`src/shared/mcpu_consts.vh`:
```
`ifndef MCPU_CONSTS_VH
`define MCPU_CONSTS_VH
// ----------------------------------------
// register byte offsets
// ----------------------------------------
`define MCPU_OFF_CONFIG   12'h000
`define MCPU_OFF_SHADOW   12'h004
`define MCPU_OFF_COMMAND  12'h008
`define MCPU_OFF_STATUS   12'h00C
`define MCPU_OFF_PATTERN  12'h010
`define MCPU_OFF_IRQ_STAT 12'h014
`define MCPU_OFF_IRQ_MASK 12'h018
// ----------------------------------------
// config fields
// ----------------------------------------
`define MCPU_CFG_SW_SEL   0
`define MCPU_CFG_SET_LO   1
`define MCPU_CFG_SET_HI   3
`define MCPU_CFG_EDGE_LO  4
`define MCPU_CFG_EDGE_HI  5
`define MCPU_CFG_SYNC_LO  6
`define MCPU_CFG_SYNC_HI  7
`define MCPU_CFG_HALL     8
`define MCPU_CFG_EN       9
`define MCPU_CFG_W        10
`define MCPU_CFG_RESET    10'h000
// ----------------------------------------
// command bits (write one, self clearing)
// ----------------------------------------
`define MCPU_CMD_SET      0
`define MCPU_CMD_CLR_TRIG 1
`define MCPU_CMD_CLR_PAT  2
// ----------------------------------------
// edge select codes
// ----------------------------------------
`define MCPU_EDGE_NONE    2'h0
`define MCPU_EDGE_RISE    2'h1
`define MCPU_EDGE_FALL    2'h2
`define MCPU_EDGE_BOTH    2'h3
// ----------------------------------------
// interrupt bits
// ----------------------------------------
`define MCPU_IRQ_ARMED    0
`define MCPU_IRQ_UPDATE   1
`define MCPU_IRQ_DROPPED  2
`define MCPU_IRQ_W        3
`endif

```
`src/core/mcpu_reg.v`:
```
`timescale 1ns/1ps
`default_nettype none
// ----------------------------------------
// small registered word store with reset value
// ----------------------------------------
module mcpu_reg #(
    parameter W = 16
) (
    input  wire         pclk,
    input  wire         presetn,
    input  wire         we,
    input  wire [W-1:0] wdata,
    output reg  [W-1:0] q
);
    always @(posedge pclk or negedge presetn) begin
        if (!presetn) begin
            q <= {W{1'b0}};
        end else if (we) begin
            q <= wdata;
        end
    end
endmodule
`default_nettype wire

```
`src/core/mcpu_unit.v`:
```
// Notes on behaviour
// - sixteen-bit pattern output bus drives up to sixteen timer slices
// - enabled set request from software or hardware input arms trigger flag
// - software select bit picks software; else one of eight inputs, chosen edge
// - one of four sync inputs chosen; its falling edge is sync event
// - sync edge with trigger set copies shadow into pattern output register
// - stand-alone: sync event clears trigger flag; software may clear it too
// - update request output equals trigger flag, ends after pattern update
// - hall mode: set request arms only alongside a correct hall event
// - hall mode: done output asserts on sync event, clearing means done
// - stand-alone: software may clear pattern output register any time (here an update in the same cycle wins over the clear)
// - hall mode: pattern cleared by software or by hardware idle
//
// Our own choices: the APB slave port and the register addresses.
`timescale 1ns/1ps
`default_nettype none
`include "mcpu_consts.vh"
module mcpu_unit #(
    parameter PAT_W = 16,
    parameter NSET  = 8,
    parameter NSYNC = 4
) (
    input  wire             pclk,
    input  wire             presetn,
    input  wire             psel,
    input  wire             penable,
    input  wire             pwrite,
    input  wire [11:0]      paddr,
    input  wire [31:0]      pwdata,
    output reg  [31:0]      prdata,
    output wire             pready,
    output wire             pslverr,
    input  wire [NSET-1:0]  set_request_inputs,
    input  wire [NSYNC-1:0] sync_inputs,
    input  wire             hall_correct_event,
    input  wire             hall_idle,
    output wire [PAT_W-1:0] pattern_outputs,
    output wire             update_request_out,
    output reg              update_done_out,
    output wire             irq
);
    // ----------------------------------------
    // bus decode
    // ----------------------------------------
    wire wr = psel & penable & pwrite;
    wire rd = psel & penable & ~pwrite;
    assign pready  = 1'b1;
    assign pslverr = 1'b0;

    function hit;
        input [11:0] a;
        input [11:0] off;
        begin
            hit = (a == off);
        end
    endfunction

    reg  [`MCPU_CFG_W-1:0] config_reg;
    reg  [`MCPU_IRQ_W-1:0] irq_stat;
    reg  [`MCPU_IRQ_W-1:0] irq_mask;
    reg                    update_trigger_flag;
    reg  [PAT_W-1:0]       pattern;
    reg  [NSET-1:0]        set_prev;
    reg  [NSYNC-1:0]       sync_prev;
    wire [PAT_W-1:0]       shadow_pattern;

    wire       sw_update_select  = config_reg[`MCPU_CFG_SW_SEL];
    wire [2:0] set_input_select  = config_reg[`MCPU_CFG_SET_HI:`MCPU_CFG_SET_LO];
    wire [1:0] set_edge_select   = config_reg[`MCPU_CFG_EDGE_HI:`MCPU_CFG_EDGE_LO];
    wire [1:0] sync_input_select = config_reg[`MCPU_CFG_SYNC_HI:`MCPU_CFG_SYNC_LO];
    wire       hall_mode         = config_reg[`MCPU_CFG_HALL];
    wire       set_enable        = config_reg[`MCPU_CFG_EN];

    // shadow held in the small store; no side effect on write
    mcpu_reg #(.W(PAT_W)) u_shadow (
        .pclk    (pclk),
        .presetn (presetn),
        .we      (wr & hit(paddr, `MCPU_OFF_SHADOW)),
        .wdata   (pwdata[PAT_W-1:0]),
        .q       (shadow_pattern)
    );

    // ----------------------------------------
    // set request source and edge
    // ----------------------------------------
    wire cmd_wr    = wr & hit(paddr, `MCPU_OFF_COMMAND);
    wire sw_set    = cmd_wr & pwdata[`MCPU_CMD_SET];
    wire sw_clr    = cmd_wr & pwdata[`MCPU_CMD_CLR_TRIG];
    wire sw_clrpat = cmd_wr & pwdata[`MCPU_CMD_CLR_PAT];
    wire set_now   = set_request_inputs[set_input_select];
    wire set_was   = set_prev[set_input_select];
    reg  hw_set;
    always @* begin
        case (set_edge_select)
            `MCPU_EDGE_RISE: hw_set = set_now & ~set_was;
            `MCPU_EDGE_FALL: hw_set = ~set_now & set_was;
            `MCPU_EDGE_BOTH: hw_set = set_now ^ set_was;
            default:         hw_set = 1'b0;
        endcase
    end
    wire set_req = set_enable & (sw_update_select ? sw_set : hw_set);
    // hall mode needs the correct hall event in the same cycle
    wire arm = set_req & (~hall_mode | hall_correct_event);

    // ----------------------------------------
    // sync falling edge
    // ----------------------------------------
    wire sync_ev = ~sync_inputs[sync_input_select] & sync_prev[sync_input_select];
    wire update  = sync_ev & update_trigger_flag;

    always @(posedge pclk or negedge presetn) begin
        if (!presetn) begin
            set_prev  <= {NSET{1'b0}};
            sync_prev <= {NSYNC{1'b0}};
        end else begin
            set_prev  <= set_request_inputs;
            sync_prev <= sync_inputs;
        end
    end

    // ----------------------------------------
    // trigger flag, pattern, done
    // ----------------------------------------
    // arming wins over a clear in the same cycle, so no request is lost
    always @(posedge pclk or negedge presetn) begin
        if (!presetn) begin
            update_trigger_flag <= 1'b0;
        end else if (arm) begin
            update_trigger_flag <= 1'b1;
        end else if (update | sw_clr) begin
            update_trigger_flag <= 1'b0;
        end
    end
    assign update_request_out = update_trigger_flag;

    always @(posedge pclk or negedge presetn) begin
        if (!presetn) begin
            pattern <= {PAT_W{1'b0}};
        end else if (update) begin
            pattern <= shadow_pattern;
        end else if (sw_clrpat | (hall_mode & hall_idle)) begin
            pattern <= {PAT_W{1'b0}};
        end
    end
    assign pattern_outputs = pattern;

    // one cycle high after an update in hall mode only; its fall marks done
    always @(posedge pclk or negedge presetn) begin
        if (!presetn) begin
            update_done_out <= 1'b0;
        end else begin
            update_done_out <= update & hall_mode;
        end
    end

    // ----------------------------------------
    // config and interrupts
    // ----------------------------------------
    always @(posedge pclk or negedge presetn) begin
        if (!presetn) begin
            config_reg <= `MCPU_CFG_RESET;
            irq_mask   <= {`MCPU_IRQ_W{1'b0}};
        end else begin
            if (wr & hit(paddr, `MCPU_OFF_CONFIG)) begin
                config_reg <= pwdata[`MCPU_CFG_W-1:0];
            end
            if (wr & hit(paddr, `MCPU_OFF_IRQ_MASK)) begin
                irq_mask <= pwdata[`MCPU_IRQ_W-1:0];
            end
        end
    end

    wire [`MCPU_IRQ_W-1:0] irq_ev = {set_req & ~arm, update, arm};
    wire irq_rd = rd & hit(paddr, `MCPU_OFF_IRQ_STAT);
    // read clears, but an event in the same cycle stays set
    always @(posedge pclk or negedge presetn) begin
        if (!presetn) begin
            irq_stat <= {`MCPU_IRQ_W{1'b0}};
        end else begin
            irq_stat <= (irq_rd ? {`MCPU_IRQ_W{1'b0}} : irq_stat) | irq_ev;
        end
    end
    assign irq = |(irq_stat & irq_mask);

    // ----------------------------------------
    // read mux
    // ----------------------------------------
    always @* begin
        prdata = 32'h00000000;
        case (paddr)
            `MCPU_OFF_CONFIG:   prdata[`MCPU_CFG_W-1:0] = config_reg;
            `MCPU_OFF_SHADOW:   prdata[PAT_W-1:0]       = shadow_pattern;
            `MCPU_OFF_STATUS:   prdata[1:0] = {update_done_out, update_trigger_flag};
            `MCPU_OFF_PATTERN:  prdata[PAT_W-1:0]       = pattern;
            `MCPU_OFF_IRQ_STAT: prdata[`MCPU_IRQ_W-1:0] = irq_stat;
            `MCPU_OFF_IRQ_MASK: prdata[`MCPU_IRQ_W-1:0] = irq_mask;
            default:            prdata = 32'h00000000;
        endcase
    end
endmodule
`default_nettype wire

```
`config.mk`:
```
export PLATFORM = sky130hd
export DESIGN_NAME = mcpu_unit
export DESIGN_NICKNAME = d
export VERILOG_FILES = /design/src/core/mcpu_reg.v /design/src/core/mcpu_unit.v
export VERILOG_INCLUDE_DIRS = /design/src /design/src/shared
export SDC_FILE = /design/constraint.sdc
export NUM_CORES = 1
export LEC_CHECK = 0
export BUFFER_PORTS_ARGS = -buffer_cell sky130_fd_sc_hd__buf_2
export CORE_MARGIN = 4
export CORE_UTILIZATION = 39
export CTS_CLUSTER_DIAMETER = 40
export DETAILED_ROUTE_END_ITERATION = 16
export PLACE_DENSITY = 0.67
export SLEW_MARGIN = 5
export SYNTH_ARGS = -nofsm -noshare
export SYNTH_HDL_FRONTEND = slang
export SYNTH_HIERARCHICAL = 1
export SYNTH_SLANG_ARGS = --single-unit
export TNS_END_PERCENT = 1
```
`constraint.sdc`:
```
create_clock -name pclk -period 3 [get_ports pclk]
set_input_delay 0.6 -clock pclk [delete_from_list [all_inputs] [get_ports pclk]]
set_output_delay 0.6 -clock pclk [all_outputs]
set_load 0.05 [all_outputs]
```
==> impl_metrics.yaml, run 1 <==
worst_setup_path:
  crit_path_start_kind: "input port"
  crit_type: "input port to output pin"
  crit_chain: "buf_2, or4_4, or4_1, buf_4, nor2_8, a22o_1, buf_4"
  regToRegEndpoint: "irq_stat[0]"
  critical_path.most_common_cell: "buf_4"
  cp.required_ns: 2.40
  reg2reg_slack_ns: 0.60
  crit_arrival_ns: 2.34
  critPathMaxFanout: 9
  cpMaxStageDelayCell: "or4_4"
  end_kind: "output pin"
  timing.rr.start: "config_reg[1]"
  r2r_cells: 8
  max_stage_delay_ns: 0.52
sta:
  period_minus_slack_ns: 2.94
  max_slew_margin_pct: 47.0
  fin_crit_sh_pct: 98.1
  finalHoldViolCount: 0
  drv_slew: 0
  setup_ws_ns: 0.0580
  skew_ns: 0.00842
  max_slew.worst_pin.slew_ns: 0.795
  whs_ns: 0.373
  fin_tns_setup_ns: 0
  max_freq_mhz: 340
  finalSetupViolations: 0
finish:
  synthToLayoutAreaGrowth_pct: 22.0
  layout-drive-gt1-share_pct: 43.6
  layout.cells.non_filler: 455
  antenna_cells: 0
  final.fill_count: 723
  fin_nets: 413
placement:
  place_hpwl_um: 5910
  io_buffers: 81
  post-place-cells: 439
  gp_congestion: 0.821
  dp_slack_ns: -0.000161
cts:
  htree_levels: 3
  insertion_delay_ns: 0.34
  cts_buffers: 9
  cts_setup_buffers: 0
  clkTransAtPathRegs_ns: 0.07
  root_buffer: "clkbuf_8"
  cts_tree: "built"
  clock_sinks: 62
  cts_buffer_depth: 2
synthesis:
  synth-main-ff-cell: "dfrtp_1"
  syn_area_sq_um: 3240
  synth.largest_area_cell: "dfrtp_1"
  yosysMostFrequentCell: "dfrtp_1"
  synthCells: 260
  synth_edf_count: 0
  yosys.area.top_type_share_pct: 47.9
  ys_top_cells_by_count: "dfrtp_1 (62), o2bb2ai_1 (23), buf_4 (21), mux2_2 (19), nand2_1 (19)"
  async_flop_share_pct: 100
  yosys_register_bits: 62
  synth_area_leaders: "dfrtp_1 (48%), mux2_2 (6.6%), o2bb2ai_1 (6.2%)"
  synth_cell_types: 47
  yosys_warnings: 6
  yosysSeqAreaShare_pct: 47.9
  syn_avg_cell_area_sq_um: 12.5
detailed_routing:
  drc: 0
  wl_um: 8290
  wl_met2_um: 3980
  postRouteAntennaNets: 0
  wire_per_inst_um: 18.2
  firstDrtPassIters: 4
  vias: 2470
  viasPerCell: 5.43
  met1_length_um: 3480
  wl_met3_um: 593
  highest_layer: "met4"
  drt_first_iter_violations: 124
floorplan:
  rows: 32
  start_util_pct: 41.1
  dieArea_sq_um: 9830
  fp.dieW_um: 99.2
  core-area_sq_um: 7890
  fp.dieH_um: 99.2
  io-pin-count: 116
power:
  vdd_drop_max_mv: 0.189
  pwr_density_cell_nw_per_um2: 438
  p_leak_nw: 1.94
hold_path:
  hold_path.startpoint: "set_request_inputs[4]"
  min_delay_worst_endpoint: "set_prev[4]"
  hold_depth: 1
  hold_class: "input port to flop"
global_route:
  grt_pass1_wl_um: 13300
  grt_max_degree: 63
  track_usage_pct: 17.5
  grt_overflow: 0
  grt_pass1_vias: 2643
  grt_antenna_before_repair: 0
flow_run:
  drv_cap: 0
run_status:
  status: "finished, final reports clean"
-- worst max path at each step --
| stage | startpoint | endpoint | slack, ns |
|---|---|---|---|
| CTS | paddr[5] | prdata[7] | 0.002 |
| detailed placement | paddr[5] | prdata[11] | -0.0002 |
| finish | paddr[5] | prdata[13] | 0.06 |
| global placement | paddr[5] | prdata[11] | 0.01 |
| global route | paddr[5] | prdata[4] | -0.005 |
| floorplan | paddr[9] | prdata[0] | -0.22 |
-- cells in the final DEF, fill, tap and decap left out, types with 10 or more instances in the layout --
cell       instances
mux2_4            10
mux2_2            19
inv_1             10
buf_2             68
nand2_1           19
o2bb2ai_1         23
clkbuf_8          11
conb_1            18
buf_4             22
dfrtp_1           62
-- layout make-up --
| class | count | area (sq um) | share of cell area [%] |
|---|---|---|---|
| Sequential cell | 62 | 1550 | 39.2 |
| Multi-Input combinational cell | 171 | 1480 | 37.3 |
| Timing Repair Buffer | 94 | 561 | 14.2 |
| Clock buffer | 12 | 155 | 3.92 |
| Tap cell | 102 | 128 | 3.23 |
| Clock inverter | 4 | 45.0 | 1.14 |
| Inverter | 10 | 37.5 | 0.949 |
-- stage by stage --
step                      area (sq um)  power (W)  utilization, %
after floorplan                   3300   0.000957               -
after global placement            3720    0.00100            47.2
after detailed placement          3720    0.00100            47.2
after CTS                         3940    0.00175            49.9
after global routing              3950    0.00179            50.1
final                             3950    0.00173            50.1
-- worst max-delay path, delay by kind of cell --
family	cells	cell delay [ns]
compound gates	1	0.15
simple gates	3	1.08
buf+inv	3	0.49
-- per-layer routing --
layer  vias to the layer above  global-route usage (%)
li1                       1115                       -
met1                      1227                    22.1
met2                       108                    28.1
met3                        20                    3.79
met4                         0                    9.03
met5                         -                       0
-- what timing repair did --
item / CTS / global route
setup endpoints to repair: 6 / 7
resized for setup: 6 / 12
endpoints found under the hold margin: 0 / 0
hold buffers: 0 / 0
cloned: 0 / 0
-- power breakdown --
group          total, W  switching [W]  internal, W
Clock          0.000744       0.000319     0.000425
Combinational  0.000139       0.000100    0.0000386
Sequential     0.000847     0.00000238     0.000844
Total           0.00173       0.000422      0.00131
-- logic make-up after synthesis --
family                   count (synthesis)  share of synthesized area, %
multiplexers                            39                          16.6
buffers and inverters                   43                          8.80
AO/OA/AOI/OAI                           53                          13.7
flip-flops                              62                          47.9
adder cells (fa/ha/maj)                  2                         0.772
other                                    2                         0.232
AND/OR/NAND/NOR                         59                          12.0
Note: power is estimated with default switching activity, not from simulation.
==> run 2: changes to the inputs <==
--- a/config.mk
+++ b/config.mk
@@ -7,7 +7,7 @@
 export NUM_CORES = 1
 export LEC_CHECK = 0
 export BUFFER_PORTS_ARGS = -buffer_cell sky130_fd_sc_hd__buf_2
-export CORE_MARGIN = 4
+export CORE_MARGIN = 5
 export CORE_UTILIZATION = 39
 export CTS_CLUSTER_DIAMETER = 40
 export DETAILED_ROUTE_END_ITERATION = 16
==> run 2 against run 1 <==
Compared with the run above: register-to-register slack got worse by 0.02 ns; largest power group unchanged; power is 1.5% lower; critical path type unchanged; highest routed layer unchanged; critical endpoint is now prdata[2]; routed wire length decreased by 0.64%; combinational power about the same.
==> impl_metrics.yaml, run 2 (synthesis gave the netlist of run 1 again) <==
run_status:
  status: "finished, final reports clean"
finish:
  layout_commonest_cell: "buf_2"
  antenna_cells: 0
  most-common-layout-cells: "buf_2 (67), dfrtp_1 (62), o2bb2ai_1 (23)"
  layout-drive-gt1-share_pct: 43.9
  final.fill_count: 752
  layout.cells.non_filler: 458
  multi_input_comb_area_sq_um: 1480
  synthToLayoutAreaGrowth_pct: 22.3
  seq_area_sq_um: 1550
  fin_nets: 414
detailed_routing:
  drc: 0
  wire_per_inst_um: 18.0
  firstDrtPassIters: 4
  drt_first_iter_violations: 146
  viasPerCell: 5.25
  vias: 2405
  wl_um: 8240
  postRouteAntennaNets: 0
sta:
  fin_crit_sh_pct: 97.8
  drv_slew: 0
  finalSetupViolations: 0
  max_freq_mhz: 341
  max_slew_margin_pct: 46.1
  whs_ns: 0.376
  period_minus_slack_ns: 2.93
  max_slew.worst_pin.slew_ns: 0.808
  skew_ns: 0.00844
  finalHoldViolCount: 0
  rsz0062_at_grt: "yes"
worst_setup_path:
  crit_path_start_kind: "input port"
  cp.required_ns: 2.40
  critPathMaxFanout: 6
  crit_arrival_ns: 2.33
  crit_type: "input port to output pin"
  end_kind: "output pin"
cts:
  insertion_delay_ns: 0.34
  cts_tree: "built"
  clkTransAtPathRegs_ns: 0.07
  clock_sinks: 62
  htree_levels: 3
  cts_buffer_depth: 2
  root_buffer: "clkbuf_8"
  cts_buffers: 9
  ctsHoldBuffers: 0
power:
  p_leak_nw: 1.93
  pwr_density_cell_nw_per_um2: 430
  vdd_drop_max_mv: 0.189
floorplan:
  fp.dieW_um: 101
  fp.dieH_um: 101
  dieArea_sq_um: 10200
  rows: 33
  start_util_pct: 39.7
  io-pin-count: 116
  core-area_sq_um: 8180
placement:
  post-place-cells: 443
  io_buffers: 81
  place_hpwl_um: 5970
  gp_congestion: 0.830
global_route:
  grt_pass1_vias: 2443
  grt_pass1_wl_um: 13100
  grt_max_degree: 63
  track_usage_pct: 16.8
  grt_antenna_before_repair: 0
  grt_overflow: 0
hold_path:
  hold_class: "input port to flop"
flow_run:
  drv_cap: 0
==> run 2: changes by cell type in the layout (fill, tap and decap cells not counted), sizes merged <==
cell	previous run	this run
clkinvlp	0	1
buf	92	91
clkinv	3	2
clkbuf	14	15
==> run 2: critical path: stages <==
cell	delay (ns)
buf_2	0.10
or4_4	0.53
buf_4	0.18
nor4b_2	0.35
a32oi_1	0.16
o21ai_1	0.13
buf_2	0.29
==> run 2: per-stage QoR <==
step | power (W) | cell area, sq um | TNS (ns) | worst slack [ns] | util [%]
after detailed placement | 0.00100 | 3720 | 0 | 0.0140 | 45.5
after CTS | 0.00173 | 3910 | 0 | 0.00258 | 47.8
after global routing | 0.00178 | 3960 | -0.00512 | -0.00299 | 48.5
after floorplan | 0.000957 | 3300 | -1.93 | -0.225 | -
after global placement | 0.00100 | 3720 | 0 | 0.00918 | 45.5
final | 0.00170 | 3960 | 0 | 0.0655 | 48.5
==> run 2: worst paths after layout <==
kind                       slack [ns]  depth (start not counted)                  start            endpoint
max in group asynchronous        2.03                          2                presetn         irq_stat[2]
max reg2reg                      0.58                          8          config_reg[1]  update_request_out
max                              0.07                          7               paddr[5]           prdata[2]
min in group asynchronous        0.42                          2                presetn         irq_mask[2]
min reg2reg                      0.52                          1          u_shadow/q[3]  pattern_outputs[3]
min                              0.38                          1  set_request_inputs[2]         set_prev[2]
==> run 2: layout make-up <==
type	count	area share [%]
multi-input cells	171	37.4
inverters	10	0.947
clock buffers	11	3.57
repair buffers	95	14.5
clock inverters	4	1.20
well taps	105	3.31
flip-flops and latches	62	39.1
==> run 2: routing by layer <==
metal / global-route usage (%) / vias up / share of wire [%]
met5: 0 / - / 0
met4: 3.37 / 0 / 0.64
met3: 5.79 / 7 / 7.3
met2: 26.1 / 87 / 48
met1: 23.1 / 1195 / 44
li1: - / 1116 / -
==> run 2: power breakdown <==
| part | switching, W | internal [W] |
|---|---|---|
| sequential | 0.00000255 | 0.000844 |
| combinational | 0.000101 | 0.0000395 |
| clock | 0.000317 | 0.000399 |
| total | 0.000421 | 0.00128 |
==> run 2: repair_timing <==
item                                    in CTS  in global routing
endpoints found under the hold margin        0                  0
gates resized for setup                      0                 29
endpoints found under the setup margin       0                 15
setup buffers                                0                  0
==> run 3: changes to the inputs <==
--- a/config.mk
+++ b/config.mk
@@ -6,6 +6,7 @@
 export SDC_FILE = /design/constraint.sdc
 export NUM_CORES = 1
 export LEC_CHECK = 0
+export ABC_AREA = 1
 export BUFFER_PORTS_ARGS = -buffer_cell sky130_fd_sc_hd__buf_2
 export CORE_MARGIN = 5
 export CORE_UTILIZATION = 39
==> run 3 against run 2 <==
Compared with the run above: sequential share of layout area up 0.53 points; setup slack better by 0.28 ns; maximum frequency up 11%; clock skew about the same; worst hold slack better by 0.0012 ns; flip-flop and latch count unchanged; critical endpoint unchanged; count of clock-buffer cells in the layout up 2; sequential power up 1%; final cell count up 32%; utilization down 1.1 points.
==> impl_metrics.yaml, run 3 <==
sta:
  period_minus_slack_ns: 2.65
  rsz0062_at_grt: "no"
  setup_ws_ns: 0.349
  finalSetupViolations: 0
  whs_ns: 0.378
  max_slew.worst_pin.slew_ns: 0.948
  drv_slew: 0
  skew_ns: 0.00807
  fin_tns_setup_ns: 0
  finalHoldViolCount: 0
  fin_crit_sh_pct: 88.4
  max_freq_mhz: 377
  max_slew_margin_pct: 36.8
synthesis:
  ys_top_cells_by_count: "nand2_1 (129), dfrtp_1 (62), nand3_1 (58), nor2_1 (28), inv_1 (25)"
  synth-main-ff-cell: "dfrtp_1"
  synth-simple-area-share_pct: 34.2
  yosys_register_bits: 62
  synth_mux_area_share_pct: 0
  synth_edf_count: 0
  synthCells: 413
  yosys_warnings: 6
  synth.largest_area_cell: "dfrtp_1"
  syn_avg_cell_area_sq_um: 8.06
  synth-compound-area-share_pct: 6.69
  synth_adder_area_share_pct: 0.751
  synth_xor_area_share_pct: 0
  async_flop_share_pct: 100
  synth_area_leaders: "dfrtp_1 (47%), nand2_1 (15%), nand3_1 (8.7%)"
  yosysSeqAreaShare_pct: 46.6
  syn_area_sq_um: 3330
  yosysMostFrequentCell: "nand2_1"
  synth_cell_types: 30
  yosys.area.top_type_share_pct: 46.6
  synth_top_family_by_area: "simple AND/OR/NAND/NOR gates"
hold_path:
  hold_depth: 1
  hold_path.startpoint: "set_request_inputs[5]"
  hold_class: "input port to flop"
  min_delay_worst_endpoint: "set_prev[5]"
finish:
  layout-drive-gt1-share_pct: 26.9
  fin_nets: 559
  seq_area_sq_um: 1550
  layout_commonest_cell: "nand2_1"
  final_util_pct: 47.4
  synthToLayoutAreaGrowth_pct: 17.4
  final.fill_count: 843
  antenna_cells: 0
  multi_input_comb_area_sq_um: 1460
  most-common-layout-cells: "nand2_1 (129), buf_2 (81), dfrtp_1 (62), nand3_1 (58), nor2_1 (28)"
floorplan:
  dieArea_sq_um: 10500
  rows: 33
  fp.dieH_um: 102
  io-pin-count: 116
  core-area_sq_um: 8260
  start_util_pct: 40.3
  fp.dieW_um: 102
placement:
  gp_congestion: 0.826
  dp_slack_ns: 0.367
  place_hpwl_um: 6350
  io_buffers: 81
global_route:
  grt_pass1_wl_um: 14600
  grt_pass1_vias: 3065
  track_usage_pct: 17.8
  grt_antenna_before_repair: 0
  grt_max_degree: 43
  grt_overflow: 0
detailed_routing:
  drt_first_iter_violations: 182
  wire_per_inst_um: 14.7
  wl_um: 8870
  drc: 0
  postRouteAntennaNets: 0
  vias: 3033
  firstDrtPassIters: 5
  viasPerCell: 5.02
worst_setup_path:
  end_kind: "output pin"
  crit_type: "input port to output pin"
  r2r_cells: 12
  reg2reg_slack_ns: 0.59
  crit_arrival_ns: 2.05
  cp.required_ns: 2.40
  crit_path_start_kind: "input port"
  timing.rr.start: "config_reg[1]"
  critPathMaxFanout: 9
  regToRegEndpoint: "update_request_out"
cts:
  cts_setup_buffers: 0
  cts_buffer_depth: 2
  cts_buffers: 9
  clock_sinks: 62
  ctsHoldBuffers: 0
  insertion_delay_ns: 0.34
  root_buffer: "clkbuf_8"
  cts.repair.resized: 0
  clkTransAtPathRegs_ns: 0.07
  htree_levels: 3
  cts_tree: "built"
power:
  vdd_drop_max_mv: 0.179
  p_leak_nw: 2.17
  pwr_density_cell_nw_per_um2: 437
  finalPower_w: 0.00171
run_status:
  status: "finished, final reports clean"
flow_run:
  drv_cap: 0
-- run 3: cell count changes after synthesis, sizes merged, moves of 7 or more --
cell / previous run / this run
a22oi: 7 / 0
nand4: 3 / 16
o21ai: 5 / 23
inv: 10 / 27
nor2: 4 / 33
o2bb2ai: 23 / 0
nand3: 0 / 59
nand2: 19 / 137
mux2: 29 / 0
-- run 3: logic make-up (layout without fill, tap and decap cells) --
logic type      Yosys count  after routing
compound gates           33             33
flops                    62             62
buf+inv                  64            134
simple gates            250            250
other cells               2             18
fa+ha+maj                 2              2
-- run 3: per-layer routing --
| metal | wire (um) | vias up | GRT usage, % |
|---|---|---|---|
| li1 | - | 1468 | - |
| met1 | 3920 | 1432 | 24.0 |
| met2 | 4150 | 124 | 28.2 |
| met3 | 687 | 9 | 2.94 |
| met4 | 113 | 0 | 7.77 |
| met5 | 0 | - | 0 |
-- run 3: metrics by stage --
stage                     cell area [sq um]  std cells
after floorplan                        3390        429
after global placement                 3720        588
after detailed placement               3720        588
after CTS                              3910        604
after global routing                   3910        604
final                                  3910        604
-- run 3: layout make-up --
| class | count | area share, % |
|---|---|---|
| Clock inverter | 3 | 0.448 |
| Clock buffer | 13 | 4.32 |
| Sequential cell | 62 | 39.7 |
| Timing Repair Buffer | 90 | 12.1 |
| Multi-Input combinational cell | 303 | 37.3 |
| Inverter | 28 | 2.82 |
| Tap cell | 105 | 3.36 |
-- run 3: worst max path at each step --
stage | cells past startpoint | slack [ns] | start | endpoint
floorplan | 5 | 0.46 | paddr[0] | prdata[3]
global placement | 10 | 0.41 | paddr[11] | prdata[2]
detailed placement | 10 | 0.37 | paddr[11] | prdata[2]
CTS | 10 | 0.35 | paddr[11] | prdata[2]
global route | 10 | 0.19 | paddr[11] | prdata[2]
finish | 10 | 0.35 | paddr[11] | prdata[2]
-- run 3: worst max-delay path, stage by stage --
cell and delay, ns:
buf_2 0.10, nor2_1 0.09, nand2_1 0.13, nor2_4 0.26, buf_4 0.24, nand3_1 0.09
o21ai_0 0.10, inv_1 0.09, nand3_1 0.08, buf_2 0.26
-- run 3: power by group --
part	internal (W)	switching (W)	leakage, nW	total (W)
Sequential	0.000849	0.00000768	0.776	0.000857
Clock	0.000365	0.000322	0.0954	0.000687
Combinational	0.0000390	0.000125	1.30	0.000164
Total	0.00125	0.000455	2.17	0.00171
